### src/rtl/mpf_pkg.sv
// Shared constants for the pause flow control unit and its host agent
package mpf_pkg;
  // Register map, word index on the register port
  localparam logic [3:0]  FLOW_IDX      = 4'h8;
  localparam logic [31:0] FLOW_RESET    = 32'h0000_0000;
  // Field positions inside the flow control register
  localparam int          BUSY_BIT      = 0;
  localparam int          ENABLE_BIT    = 1;
  localparam int          PASS_BIT      = 2;
  localparam int          PT_LSB        = 16;
  localparam int          PT_MSB        = 31;
  // Pause control frame layout, byte offsets without FCS
  localparam logic [47:0] PAUSE_DA      = 48'h0180_C200_0001;
  localparam logic [15:0] CTRL_TYPE     = 16'h8808;
  localparam logic [15:0] PAUSE_OPCODE  = 16'h0001;
  localparam logic [5:0]  OFS_SA        = 6'h06;
  localparam logic [5:0]  OFS_TYPE      = 6'h0C;
  localparam logic [5:0]  OFS_OPC       = 6'h0E;
  localparam logic [5:0]  OFS_PT        = 6'h10;
  localparam logic [5:0]  OFS_PT_LO     = 6'h11;
  localparam logic [5:0]  OFS_HDR_END   = 6'h12;
  localparam logic [5:0]  FRAME_LEN     = 6'h3C;
  localparam logic [5:0]  IDX_MAX       = 6'h3F;
  // Slot time is 512 bit times at 100 Mb/s
  localparam int          SLOT_TIME_NS  = 5120;
  localparam int          CLK_PERIOD_NS = 10;
  localparam int          SLOT_CYCLES   = (SLOT_TIME_NS + CLK_PERIOD_NS - 1) / CLK_PERIOD_NS;
endpackage

### src/rtl/mpf_if.sv
// Register port, flow request and receive delivery between device and host
`timescale 1ns/1ps
interface mpf_if;
  logic        reg_wr;
  logic        reg_rd;
  logic [3:0]  reg_idx;
  logic [31:0] reg_wdata;
  logic [31:0] reg_rdata;
  logic        reg_rvalid;
  logic        afc_pause_req;
  logic        afc_hold;
  logic        rxh_valid;
  logic [7:0]  rxh_data;
  logic        rxh_last;
  logic        rxh_filter_pass;

  modport dev  (input reg_wr, reg_rd, reg_idx, reg_wdata, afc_pause_req, afc_hold,
                output reg_rdata, reg_rvalid, rxh_valid, rxh_data, rxh_last, rxh_filter_pass);
  modport host (output reg_wr, reg_rd, reg_idx, reg_wdata, afc_pause_req, afc_hold,
                input reg_rdata, reg_rvalid, rxh_valid, rxh_data, rxh_last, rxh_filter_pass);
endinterface // mpf_if

### src/rtl/mpf_flow_ctrl.sv
// Pause flow control unit of the MAC: generation, decode, back pressure
`timescale 1ns/1ps
module mpf_flow_ctrl
  import mpf_pkg::*;
#(
  parameter int SLOT_CNT = mpf_pkg::SLOT_CYCLES
)(
  // Clock and reset
  input  wire logic        sys_clk,
  input  wire logic        rstn,
  // Host side
  mpf_if.dev               hif,
  // MAC mode and station address
  input  wire logic        full_duplex,
  input  wire logic        tx_enable,
  input  wire logic        promiscuous,
  input  wire logic [47:0] station_addr,
  // Pause frame stream to transmit path
  output logic             tx_valid,
  output logic [7:0]       tx_data,
  output logic             tx_last,
  input  wire logic        tx_ready,
  // Medium control
  output logic             back_pressure,
  output logic             tx_paused,
  // Received frame stream from receive path
  input  wire logic        rx_valid,
  input  wire logic [7:0]  rx_data,
  input  wire logic        rx_last,
  input  wire logic        rx_crc_ok,
  input  wire logic        rx_addr_pass
);
  import mpf_pkg::*;

  typedef enum logic [1:0] {
    MPF_IDLE = 2'b01,
    MPF_SEND = 2'b10
  } mpf_tx_e;

  mpf_tx_e     tx_state;
  logic [15:0] pause_time_value;
  logic        pause_function_enable;
  logic        forward_pause_frames;
  logic        pause_tx_in_progress;
  logic [5:0]  tx_idx;
  logic [5:0]  rx_idx;
  logic        rx_hdr_match;
  logic [15:0] rx_pt;
  logic [15:0] pause_quanta;
  logic [15:0] slot_cnt;
  logic        rx_is_pause;
  logic        rx_pause_act;

  // Byte of a pause frame at a given offset; used for sending and matching
  function automatic logic [7:0] frame_byte(input logic [5:0] idx, input logic [15:0] pt,
                                            input logic [47:0] sa);
    logic [7:0] b;
    b = 8'h00;
    if (idx < OFS_SA)
      b = PAUSE_DA[8'(47 - 8 * idx) -: 8];
    else if (idx < OFS_TYPE)
      b = sa[8'(47 - 8 * (idx - OFS_SA)) -: 8];
    else if (idx < OFS_OPC)
      b = CTRL_TYPE[8'(15 - 8 * (idx - OFS_TYPE)) -: 8];
    else if (idx < OFS_PT)
      b = PAUSE_OPCODE[8'(15 - 8 * (idx - OFS_OPC)) -: 8];
    else if (idx < OFS_HDR_END)
      b = pt[8'(15 - 8 * (idx - OFS_PT)) -: 8];
    return b;
  endfunction

  // Control fields; the busy position of a write is ignored, hardware owns it
  always_ff @(posedge sys_clk)
  begin
    if (!rstn)
    begin
      pause_time_value      <= FLOW_RESET[PT_MSB:PT_LSB];
      pause_function_enable <= FLOW_RESET[ENABLE_BIT];
      forward_pause_frames  <= FLOW_RESET[PASS_BIT];
    end
    else if (hif.reg_wr && hif.reg_idx == FLOW_IDX)
    begin
      pause_time_value      <= hif.reg_wdata[PT_MSB:PT_LSB];
      pause_function_enable <= hif.reg_wdata[ENABLE_BIT];
      forward_pause_frames  <= hif.reg_wdata[PASS_BIT];
    end
  end

  // Read answer one cycle after the strobe; unmapped words read zero
  always_ff @(posedge sys_clk)
  begin
    if (!rstn)
    begin
      hif.reg_rdata  <= 32'h0000_0000;
      hif.reg_rvalid <= 1'b0;
    end
    else
    begin
      hif.reg_rvalid <= hif.reg_rd;
      hif.reg_rdata  <= 32'h0000_0000;
      if (hif.reg_rd && hif.reg_idx == FLOW_IDX)
      begin
        hif.reg_rdata[PT_MSB:PT_LSB] <= pause_time_value;
        hif.reg_rdata[PASS_BIT]      <= forward_pause_frames;
        hif.reg_rdata[ENABLE_BIT]    <= pause_function_enable;
        hif.reg_rdata[BUSY_BIT]      <= pause_tx_in_progress;
      end
    end
  end

  // Back pressure only in half duplex, enabled, transmitter on
  assign back_pressure = !full_duplex && pause_function_enable && tx_enable
                         && hif.afc_hold;

  // Busy covers the frame in flight or the back pressure period
  assign pause_tx_in_progress = (tx_state == MPF_SEND) || back_pressure;

  // Pause frame sender; a frame once started runs to its end
  always_ff @(posedge sys_clk)
  begin
    if (!rstn)
    begin
      tx_state <= MPF_IDLE;
      tx_idx   <= 6'h00;
      tx_data  <= 8'h00;
      tx_last  <= 1'b0;
    end
    else
    begin
      case (tx_state)
        MPF_IDLE:
        begin
          if (hif.afc_pause_req && full_duplex && tx_enable)
          begin
            tx_state <= MPF_SEND;
            tx_idx   <= 6'h00;
            tx_data  <= frame_byte(6'h00, pause_time_value, station_addr);
            tx_last  <= 1'b0;
          end
        end
        MPF_SEND:
        begin
          if (tx_ready)
          begin
            if (tx_last)
            begin
              tx_state <= MPF_IDLE;
              tx_last  <= 1'b0;
              tx_data  <= 8'h00;
            end
            else
            begin
              tx_idx  <= tx_idx + 6'h01;
              tx_data <= frame_byte(tx_idx + 6'h01, pause_time_value, station_addr);
              tx_last <= (tx_idx + 6'h01) == (FRAME_LEN - 6'h01);
            end
          end
        end
        default:
        begin
          tx_state <= MPF_IDLE;
        end
      endcase
    end
  end

  assign tx_valid = (tx_state == MPF_SEND);

  // Receive header matching; the source address bytes are not compared
  always_ff @(posedge sys_clk)
  begin
    if (!rstn)
    begin
      rx_idx       <= 6'h00;
      rx_hdr_match <= 1'b1;
      rx_pt        <= 16'h0000;
    end
    else if (rx_valid)
    begin
      if (rx_last)
      begin
        rx_idx       <= 6'h00;
        rx_hdr_match <= 1'b1;
      end
      else
      begin
        rx_idx <= (rx_idx == IDX_MAX) ? rx_idx : rx_idx + 6'h01;
        if (rx_idx < OFS_PT && (rx_idx < OFS_SA || rx_idx >= OFS_TYPE)
            && rx_data != frame_byte(rx_idx, 16'h0000, 48'h0000_0000_0000))
          rx_hdr_match <= 1'b0;
        if (rx_idx == OFS_PT)
          rx_pt[15:8] <= rx_data;
        if (rx_idx == OFS_PT_LO)
          rx_pt[7:0] <= rx_data;
      end
    end
  end

  // A frame ending before its pause time bytes is not a pause frame
  assign rx_is_pause  = rx_valid && rx_last && rx_hdr_match && rx_idx > OFS_PT_LO;
  assign rx_pause_act = rx_is_pause && rx_crc_ok && full_duplex
                        && pause_function_enable;

  // Pause timer in slot quanta; a fresh pause frame reloads it
  always_ff @(posedge sys_clk)
  begin
    if (!rstn)
    begin
      pause_quanta <= 16'h0000;
      slot_cnt     <= 16'h0000;
    end
    else if (rx_pause_act)
    begin
      pause_quanta <= rx_pt;
      slot_cnt     <= 16'(SLOT_CNT - 1);
    end
    else if (!pause_function_enable || !full_duplex)
    begin
      pause_quanta <= 16'h0000;
      slot_cnt     <= 16'h0000;
    end
    else if (pause_quanta != 16'h0000)
    begin
      if (slot_cnt == 16'h0000)
      begin
        pause_quanta <= pause_quanta - 16'h0001;
        slot_cnt     <= 16'(SLOT_CNT - 1);
      end
      else
        slot_cnt <= slot_cnt - 16'h0001;
    end
  end

  assign tx_paused = (pause_quanta != 16'h0000);

  // Every frame's data goes up, one cycle late; status rides on the last byte
  always_ff @(posedge sys_clk)
  begin
    if (!rstn)
    begin
      hif.rxh_valid       <= 1'b0;
      hif.rxh_data        <= 8'h00;
      hif.rxh_last        <= 1'b0;
      hif.rxh_filter_pass <= 1'b0;
    end
    else
    begin
      hif.rxh_valid <= rx_valid;
      hif.rxh_data  <= rx_data;
      hif.rxh_last  <= rx_valid && rx_last;
      if (rx_valid && rx_last)
      begin
        if (promiscuous)
          hif.rxh_filter_pass <= 1'b1;
        else if (rx_is_pause)
          hif.rxh_filter_pass <= forward_pause_frames && rx_addr_pass;
        else
          hif.rxh_filter_pass <= rx_addr_pass;
      end
      else
        hif.rxh_filter_pass <= 1'b0;
    end
  end
endmodule // mpf_flow_ctrl

### src/flat_wrapper.sv
// flat-port wrapper written by rule: the top's interface ports become plain ports
module mpf_flow_ctrl_flat import mpf_pkg::*;
#(
  parameter int SLOT_CNT = mpf_pkg::SLOT_CYCLES
)
  (sys_clk, rstn, full_duplex, tx_enable, promiscuous, station_addr, tx_valid, tx_data, tx_last, tx_ready, back_pressure, tx_paused, rx_valid, rx_data, rx_last, rx_crc_ok, rx_addr_pass, hif_reg_wr, hif_reg_rd, hif_reg_idx, hif_reg_wdata, hif_afc_pause_req, hif_afc_hold, hif_reg_rdata, hif_reg_rvalid, hif_rxh_valid, hif_rxh_data, hif_rxh_last, hif_rxh_filter_pass);
  mpf_if hif_i ();
  input  wire logic sys_clk;
  input  wire logic rstn;
  input  wire logic full_duplex;
  input  wire logic tx_enable;
  input  wire logic promiscuous;
  input  wire logic [47:0] station_addr;
  output logic tx_valid;
  output logic [7:0] tx_data;
  output logic tx_last;
  input  wire logic tx_ready;
  output logic back_pressure;
  output logic tx_paused;
  input  wire logic rx_valid;
  input  wire logic [7:0] rx_data;
  input  wire logic rx_last;
  input  wire logic rx_crc_ok;
  input  wire logic rx_addr_pass;
  input wire logic [$bits(hif_i.reg_wr)-1:0] hif_reg_wr;
  input wire logic [$bits(hif_i.reg_rd)-1:0] hif_reg_rd;
  input wire logic [$bits(hif_i.reg_idx)-1:0] hif_reg_idx;
  input wire logic [$bits(hif_i.reg_wdata)-1:0] hif_reg_wdata;
  input wire logic [$bits(hif_i.afc_pause_req)-1:0] hif_afc_pause_req;
  input wire logic [$bits(hif_i.afc_hold)-1:0] hif_afc_hold;
  output wire logic [$bits(hif_i.reg_rdata)-1:0] hif_reg_rdata;
  output wire logic [$bits(hif_i.reg_rvalid)-1:0] hif_reg_rvalid;
  output wire logic [$bits(hif_i.rxh_valid)-1:0] hif_rxh_valid;
  output wire logic [$bits(hif_i.rxh_data)-1:0] hif_rxh_data;
  output wire logic [$bits(hif_i.rxh_last)-1:0] hif_rxh_last;
  output wire logic [$bits(hif_i.rxh_filter_pass)-1:0] hif_rxh_filter_pass;
  assign hif_i.reg_wr = hif_reg_wr;
  assign hif_i.reg_rd = hif_reg_rd;
  assign hif_i.reg_idx = hif_reg_idx;
  assign hif_i.reg_wdata = hif_reg_wdata;
  assign hif_i.afc_pause_req = hif_afc_pause_req;
  assign hif_i.afc_hold = hif_afc_hold;
  assign hif_reg_rdata = hif_i.reg_rdata;
  assign hif_reg_rvalid = hif_i.reg_rvalid;
  assign hif_rxh_valid = hif_i.rxh_valid;
  assign hif_rxh_data = hif_i.rxh_data;
  assign hif_rxh_last = hif_i.rxh_last;
  assign hif_rxh_filter_pass = hif_i.rxh_filter_pass;
  mpf_flow_ctrl #(.SLOT_CNT(SLOT_CNT)) u_core (.sys_clk(sys_clk), .rstn(rstn), .hif(hif_i), .full_duplex(full_duplex), .tx_enable(tx_enable), .promiscuous(promiscuous), .station_addr(station_addr), .tx_valid(tx_valid), .tx_data(tx_data), .tx_last(tx_last), .tx_ready(tx_ready), .back_pressure(back_pressure), .tx_paused(tx_paused), .rx_valid(rx_valid), .rx_data(rx_data), .rx_last(rx_last), .rx_crc_ok(rx_crc_ok), .rx_addr_pass(rx_addr_pass));
endmodule
### config.mk
export PLATFORM = sky130hd
export DESIGN_NAME = mpf_flow_ctrl_flat
export DESIGN_NICKNAME = d
export VERILOG_FILES = /design/src/rtl/mpf_pkg.sv /design/src/rtl/mpf_if.sv /design/src/rtl/mpf_flow_ctrl.sv /design/src/flat_wrapper.sv
export SDC_FILE = /design/constraint.sdc
export NUM_CORES = 1
export LEC_CHECK = 0
export BUFFER_PORTS_ARGS = -buffer_cell sky130_fd_sc_hd__buf_4
export CAP_MARGIN = 0
export CORE_ASPECT_RATIO = 1.25
export CORE_MARGIN = 2
export CORE_UTILIZATION = 48
export CTS_CLUSTER_SIZE = 24
export DETAILED_ROUTE_END_ITERATION = 10
export PLACE_DENSITY_LB_ADDON = 0.2
export REMOVE_ABC_BUFFERS = 1
export SYNTH_ARGS = -nofsm -noshare
export SYNTH_HDL_FRONTEND = slang
export SYNTH_SLANG_ARGS = --single-unit
### constraint.sdc
create_clock -name sys_clk -period 3.4 [get_ports sys_clk]
set_input_delay 0.17 -clock sys_clk [delete_from_list [all_inputs] [get_ports sys_clk]]
set_output_delay 0.17 -clock sys_clk [all_outputs]
set_load 0.03 [all_outputs]
# After elaboration in Yosys (flattened, before gate mapping)

Cells that the tools add are included.

Bitwise logic cells: 2
Add/subtract/negate cells: 22
Shift operators: 10
Magnitude comparators: 12
Equal/unequal tests: 13
Muxes and demuxes: 43
Reduce and logical (&&, ||, !) cells: 38

Operators with widths:

| kind                                                                          | number |
|---|---|
| 55-bit by 9-bit variable part select with 8-bit output (first input constant) | 3 |
| 8-bit two-way mux                                                             | 16 |
| 23-bit by 9-bit variable part select with 8-bit output (first input constant) | 5 |
| 16-bit two-way mux                                                            | 5 |
| 55-bit by 9-bit variable part select with 8-bit output                        | 1 |
| 4-bit by 8-bit subtractor with 8-bit output (first input constant)            | 6 |
| 16-bit by 1-bit subtractor with 16-bit output (second input constant)         | 2 |
| 6-bit by 8-bit subtractor with 8-bit output (first input constant)            | 4 |
| 6-bit two-way mux                                                             | 5 |
| 9-bit two-way mux                                                             | 3 |
| 6-bit by 4-bit < comparator with 1-bit output (second input constant)         | 4 |
| 6-bit by 5-bit < comparator with 1-bit output (second input constant)         | 4 |
| 23-bit by 9-bit variable part select with 8-bit output                        | 1 |
| 5-bit by 4-bit subtractor with 5-bit output (second input constant)           | 4 |
| 1-bit logical AND                                                             | 16 |
| 16-bit logical NOT                                                            | 1 |
| 8-bit case mux with 2 select lines                                            | 1 |
| 16-bit nonzero test                                                           | 1 |
| 6-bit by 1-bit adder with 6-bit output (second input constant)                | 2 |
| 6-bit by 5-bit equality test with 1-bit output (second input constant)        | 2 |
| 6-bit equality test (second input constant)                                   | 2 |
| 6-bit by 3-bit < comparator with 1-bit output (second input constant)         | 2 |
| 6-bit case mux with 2 select lines                                            | 1 |
| 3-bit AND reduction                                                           | 4 |
| 22 further kinds                                                              | 45 |

Word-level logic and storage cells: 161
Output and inout bits: 56
Register bits after elaboration: 134

# Depth between registers and ports, before layout

Depth after elaboration: 15
Gate-level depth with buffers: 12
Depth with buffers taken out: 10

# Worst setup path after synthesis

Ideal clock, no wire load.

Path type: flip-flop to flip-flop
Start point: reg u_core.tx_idx[0]
End point: reg u_core.tx_data[0]
Setup slack: 49 ps
Cell stages (with the launch flop): 12
Period minus slack after synthesis: 3,351 ps
Buffers on the path: 2
Arrival time: 3,237 ps
Setup time: 114 ps
Path through: dfxtp_1 buf_1 inv_1 ha_1 inv_1 clkbuf_1 ha_1 xnor2_1 a211o_1 a211oi_2 a2111oi_0 a2111oi_0

Longest elaborated chain between the ends: 12
Elaborated cells between the ends (all ways): 28
Those cells by class: add/sub (10); order compare (5); shift (5); mux (8)

RTL lines:

| item                                                   | RTL line             | source |
|---|---|---|
| from (decl)                                            | mpf_flow_ctrl.sv:45  | `logic [5:0] tx_idx;` |
| from (signal assigned)                                 | mpf_flow_ctrl.sv:153 | `tx_idx <= tx_idx + 6'h01;` |
| 6-bit by 1-bit adder with 6-bit output (*)             | mpf_flow_ctrl.sv:154 | `tx_data <= frame_byte(tx_idx + 6'h01, pause_time_value, station_addr);` |
| 5-bit subtractor                                       | mpf_flow_ctrl.sv:68  | `b = pt[8'(15 - 8 * (idx - OFS_PT)) -: 8];` |
| 4-bit by 8-bit subtractor with 8-bit output            | mpf_flow_ctrl.sv:68  |  |
| 23-bit by 9-bit variable part select with 8-bit output | mpf_flow_ctrl.sv:68  |  |
| 8-bit two-way mux                                      | mpf_flow_ctrl.sv:67  | `else if (idx < OFS_HDR_END)` |
| 8-bit two-way mux                                      | mpf_flow_ctrl.sv:65  | `else if (idx < OFS_PT)` |
| 8-bit two-way mux                                      | mpf_flow_ctrl.sv:63  | `else if (idx < OFS_OPC)` |
| 8-bit two-way mux                                      | mpf_flow_ctrl.sv:61  | `else if (idx < OFS_TYPE)` |
| 8-bit two-way mux (*)                                  | mpf_flow_ctrl.sv:59  | `if (idx < OFS_SA)` |
| 8-bit two-way mux (*)                                  | mpf_flow_ctrl.sv:145 | `if (tx_last)` |
| 8-bit two-way mux (*)                                  | mpf_flow_ctrl.sv:143 | `if (tx_ready)` |
| 8-bit case mux with 2 select lines (*)                 | mpf_flow_ctrl.sv:130 | `case (tx_state)` |
| to (signal assigned)                                   | mpf_flow_ctrl.sv:137 | `tx_data <= frame_byte(6'h00, pause_time_value, station_addr);` |
| to (signal assigned)                                   | mpf_flow_ctrl.sv:154 |  |
| to (decl)                                              | mpf_flow_ctrl.sv:20  | `output logic [7:0] tx_data,` |

Mark *: on every way between the ends. The rest lies on a longest branch, timed or not. The select of a mux whose other input is x is not followed.
A chain may end at the register's enable or synchronous reset.

# Final worst setup path

Ends and elaborated chain as after synthesis.

==> impl_metrics.yaml <==
run_status:
  status: "finished, final reports clean"
critical_path:
  crit_required_ns: 3.70
  crit_family: "compound AO/OA/AOI/OAI gates"
  startpoint_type: "flip-flop"
  worst_path_most_repeated_cell: "a2111oi_0"
  worstPathMaxFanout: 13
  critPathMaxStageDelay_ns: 0.43
  cp-end-kind: "flip-flop"
  regToRegSetupSlack_ns: 0.39
  r2r_cells: 10
  path_cells: "buf_4 -> nand3_1 -> xor2_2 -> ha_1 -> nand2_1 -> and3_1 -> a211o_1 -> a211oi_2 -> a2111oi_0 -> a2111oi_0"
  critPathBufInv: 1
  slowest_stage: "a211oi_2"
  criticalPathCategory: "flip-flop to flip-flop"
  arrival_ns: 3.30
  r2r-end: "u_core.tx_data[0]$_SDFFE_PN0P_"
  r2r-start: "u_core.tx_idx[0]$_SDFFE_PN0P_"
power:
  max-vdd-ir-drop_v: 0.000307
  leakage_nw: 3.58
  power_density_nw_per_um2: 481
synth:
  ys_seq_area_share_pct: 38.2
  yosysWarningCount: 0
  synthesis.area_um2: 6340
  synth-edff-count: 0
  yosysTopAreaCell: "dfxtp_1"
  ys_seq_elements: 121
  syn_inst: 743
  synthFlopType: "dfxtp_1"
  synth_top_area_share_pct: 38.2
  synth.area.top_cells: "dfxtp_1, mux2i_1, nor2_1, ha_1, nand2_1"
  syn_area_per_cell_um2: 8.54
  ys_types: 66
  async_flop_share_pct: 0
drt:
  vias_per_cell: 5.62
  drt_iter0_markers: 283
  wire_per_inst_um: 16.7
  drt-pass1-iter-count: 5
  finalWirelength_mm: 17.9
  drtAntennaViolNets: 0
  drcViolationCount: 0
  vias: 6029
place:
  numPortBuffers: 134
  place.gp.congestion: 0.929
  dpl.hpwl_mm: 13.3
grt:
  grt_pass1_vias: 5969
  overflow: 0
  grt_pass1_wl_mm: 29.0
  antenna_found_initial: 0
  grt_usage_pct: 25.7
  grt_start_max_net_pins: 32
clocking:
  clk_pin_slew_worst_paths_ns: 0.06
  clock-sinks: 121
  htreeDepth: 4
  cts_root_buf: "clkbuf_16"
  cts_setup_buffers: 0
  cts_buffers: 17
  clock_path_buffers: 2
  clk_latency_ns: 0.42
  cts_tree: "yes"
hold_path:
  min_path_type: "input pin to flip-flop"
  hold_start: "hif_reg_wdata[17]"
  min_path_cells: 3
  hold_end: "u_core.pause_time_value[1]$_SDFFE_PN0P_"
layout:
  antennaDiodeCount: 0
  utilization_pct: 65.3
  fillCellCount: 1096
  fin_nets: 1018
  drive_above_1_share_pct: 22.0
  areaGrowthSynthToFinish_pct: 31.5
flow_run:
  cap_violations: 0
sta:
  hold_slack_ns: 0.0198
  hold_viol: 0
  rsz0062_at_grt: "false"
  fin_crit_sh_pct: 88.5
  period_minus_slack_ns: 3.01
  fmax_mhz: 332
  final-setup-viol-count: 0
  slew_violations: 0
  slew_headroom_pct: 24.3
  fin_skew_ns: 0.00934
  worst_slew_pin_slew_ns: 1.13
floorplan:
  dieArea_um2: 14200
  start_util_pct: 49.7
  die_y_um: 133
  die_w_um: 107
  rows: 46
  coreArea_um2: 12800
  ios: 162
Yosys cell counts, types with 3 or more instances:
cell type  number
a211oi_1        8
a21oi_1        42
a22oi_1         3
a311oi_1        5
a31oi_1        14
and2_1         15
and3_1         21
buf_1           8
buf_4          13
clkbuf_1       27
dfxtp_1       121
ha_1           20
inv_1          24
mux2i_1        55
mux4_2          4
nand2_1        57
nand2b_1        4
nand3_1        23
nand4_1         5
nor2_1         98
nor2b_1         4
nor3_1         19
nor4_1          7
o2111ai_1       3
o211ai_1        6
o21a_1          3
o21ai_0        30
o221ai_1        3
o22ai_1         6
o31ai_1         4
o41ai_1         4
or3_1           7
or4_1           3
xnor2_1        21
xor2_1         14
layout by cell type, fill, tap and decap left out, types with 4 or more instances in the layout:
cell,netlist,layout
nor2b_1,4,4
xnor2_1,21,21
conb_1,1,13
mux2i_1,55,55
mux4_2,4,4
nor2_1,98,98
o211ai_1,6,6
clkbuf_16,0,17
ha_1,20,20
and3_1,21,21
o41ai_1,4,4
bufinv_16,0,5
dlygate4sd3_1,0,20
and2_1,15,15
o31ai_1,4,4
o22ai_1,6,6
a211oi_1,8,8
buf_4,13,148
nand2b_1,4,4
inv_1,24,24
dfxtp_1,121,121
a311oi_1,5,5
o21ai_0,30,30
nor4_1,7,7
nand4_1,5,5
a21oi_1,42,42
nand2_1,57,57
a31oi_1,14,14
clkinv_4,0,5
or3_1,7,7
nand3_1,23,23
nor3_1,19,19
xor2_1,14,14
report_power, final:
group	switching, mW	internal (mW)	total, mW	leakage (nW)
clock network	0.699	1.32	2.02	0.321
registers	0.0195	1.45	1.47	0.979
logic	0.306	0.219	0.525	2.28
total	1.02	2.98	4.01	3.58
registers in the layout, indices dropped and copies added, names as in the netlist:
name	flops
u_core.tx_state	2
u_core.forward_pause_frames	1
u_core.slot_cnt	16
u_core.rx_hdr_match	1
u_core.hif.rxh_last	1
u_core.tx_last	1
u_core.hif.rxh_valid	1
u_core.hif.rxh_filter_pass	1
u_core.rx_idx	6
u_core.hif.rxh_data	8
u_core.rx_pt	16
u_core.pause_time_value	16
u_core.hif.reg_rdata	19
u_core.pause_function_enable	1
u_core.pause_quanta	16
u_core.hif.reg_rvalid	1
u_core.tx_idx	6
u_core.tx_data	8
through the flow:
stage	total power, mW	instance area, um2	setup TNS (ns)	setup slack, ns	cells
6_report	4.01	8340	0	0.392	1073
5_1_grt	4.15	8340	0	0.106	1073
4_1_cts	4.03	8330	0	0.411	1072
3_5_place_dp	2.00	7480	0	0.425	1021
3_3_place_gp	1.99	7480	0	0.528	1021
2_1_floorplan	1.79	6150	-5.16	-0.807	705
worst max path at each step:
stage,start,to,slack [ns],depth (start not counted)
final,u_core.tx_idx[0]$_SDFFE_PN0P_,u_core.tx_data[0]$_SDFFE_PN0P_,0.39,10
after global routing,u_core.tx_idx[0]$_SDFFE_PN0P_,u_core.tx_data[0]$_SDFFE_PN0P_,0.11,10
after CTS,u_core.tx_idx[0]$_SDFFE_PN0P_,u_core.tx_data[0]$_SDFFE_PN0P_,0.41,10
after detailed placement,u_core.tx_idx[0]$_SDFFE_PN0P_,u_core.tx_data[0]$_SDFFE_PN0P_,0.42,10
after global placement,u_core.tx_idx[0]$_SDFFE_PN0P_,u_core.tx_data[0]$_SDFFE_PN0P_,0.53,10
after floorplan,u_core.tx_idx[0]$_SDFFE_PN0P_,u_core.tx_data[0]$_SDFFE_PN0P_,-0.81,10
metal layers:
| metal | GRT usage, % | share of wire [%] | vias to the layer above |
|---|---|---|---|
| met2 | 46.8 | 53 | 206 |
| met4 | 10.9 | 3.0 | 0 |
| li1 | - | - | 2923 |
| met5 | 0 | 0 | - |
| met3 | 6.40 | 4.9 | 42 |
| met1 | 28.0 | 39 | 2858 |
worst min-delay path, cell delays in order:
cell and delay (ns):
buf_4 0.10, mux2i_1 0.06, nor2_1 0.08
layout make-up:
| class | count | area (um2) | area share, % |
|---|---|---|---|
| sequential | 121 | 2420 | 29.0 |
| tap | 168 | 210 | 2.52 |
| multi-input combinational | 559 | 3640 | 43.6 |
| inverter | 25 | 93.8 | 1.12 |
| clock buffer | 17 | 425 | 5.10 |
| clock inverter | 15 | 239 | 2.86 |
| timing repair buffer | 168 | 1310 | 15.7 |
cells by family after synthesis:
logic type	after synthesis	share of synthesized area [%]
multiplexers	59	10.1
adder cells (fa/ha/maj)	20	3.94
XOR/XNOR	36	5.09
other	1	0.0591
buffers and inverters	75	5.25
AO/OA/AOI/OAI	151	15.7
AND/OR/NAND/NOR	280	21.7
flip-flops	121	38.2
what timing repair did:
item / 4_1_cts / 5_1_grt
gates resized for setup: 0 / 0
hold buffers: 19 / 1
endpoints found under the hold margin: 19 / 1
(Power assumes the default switching activity.)
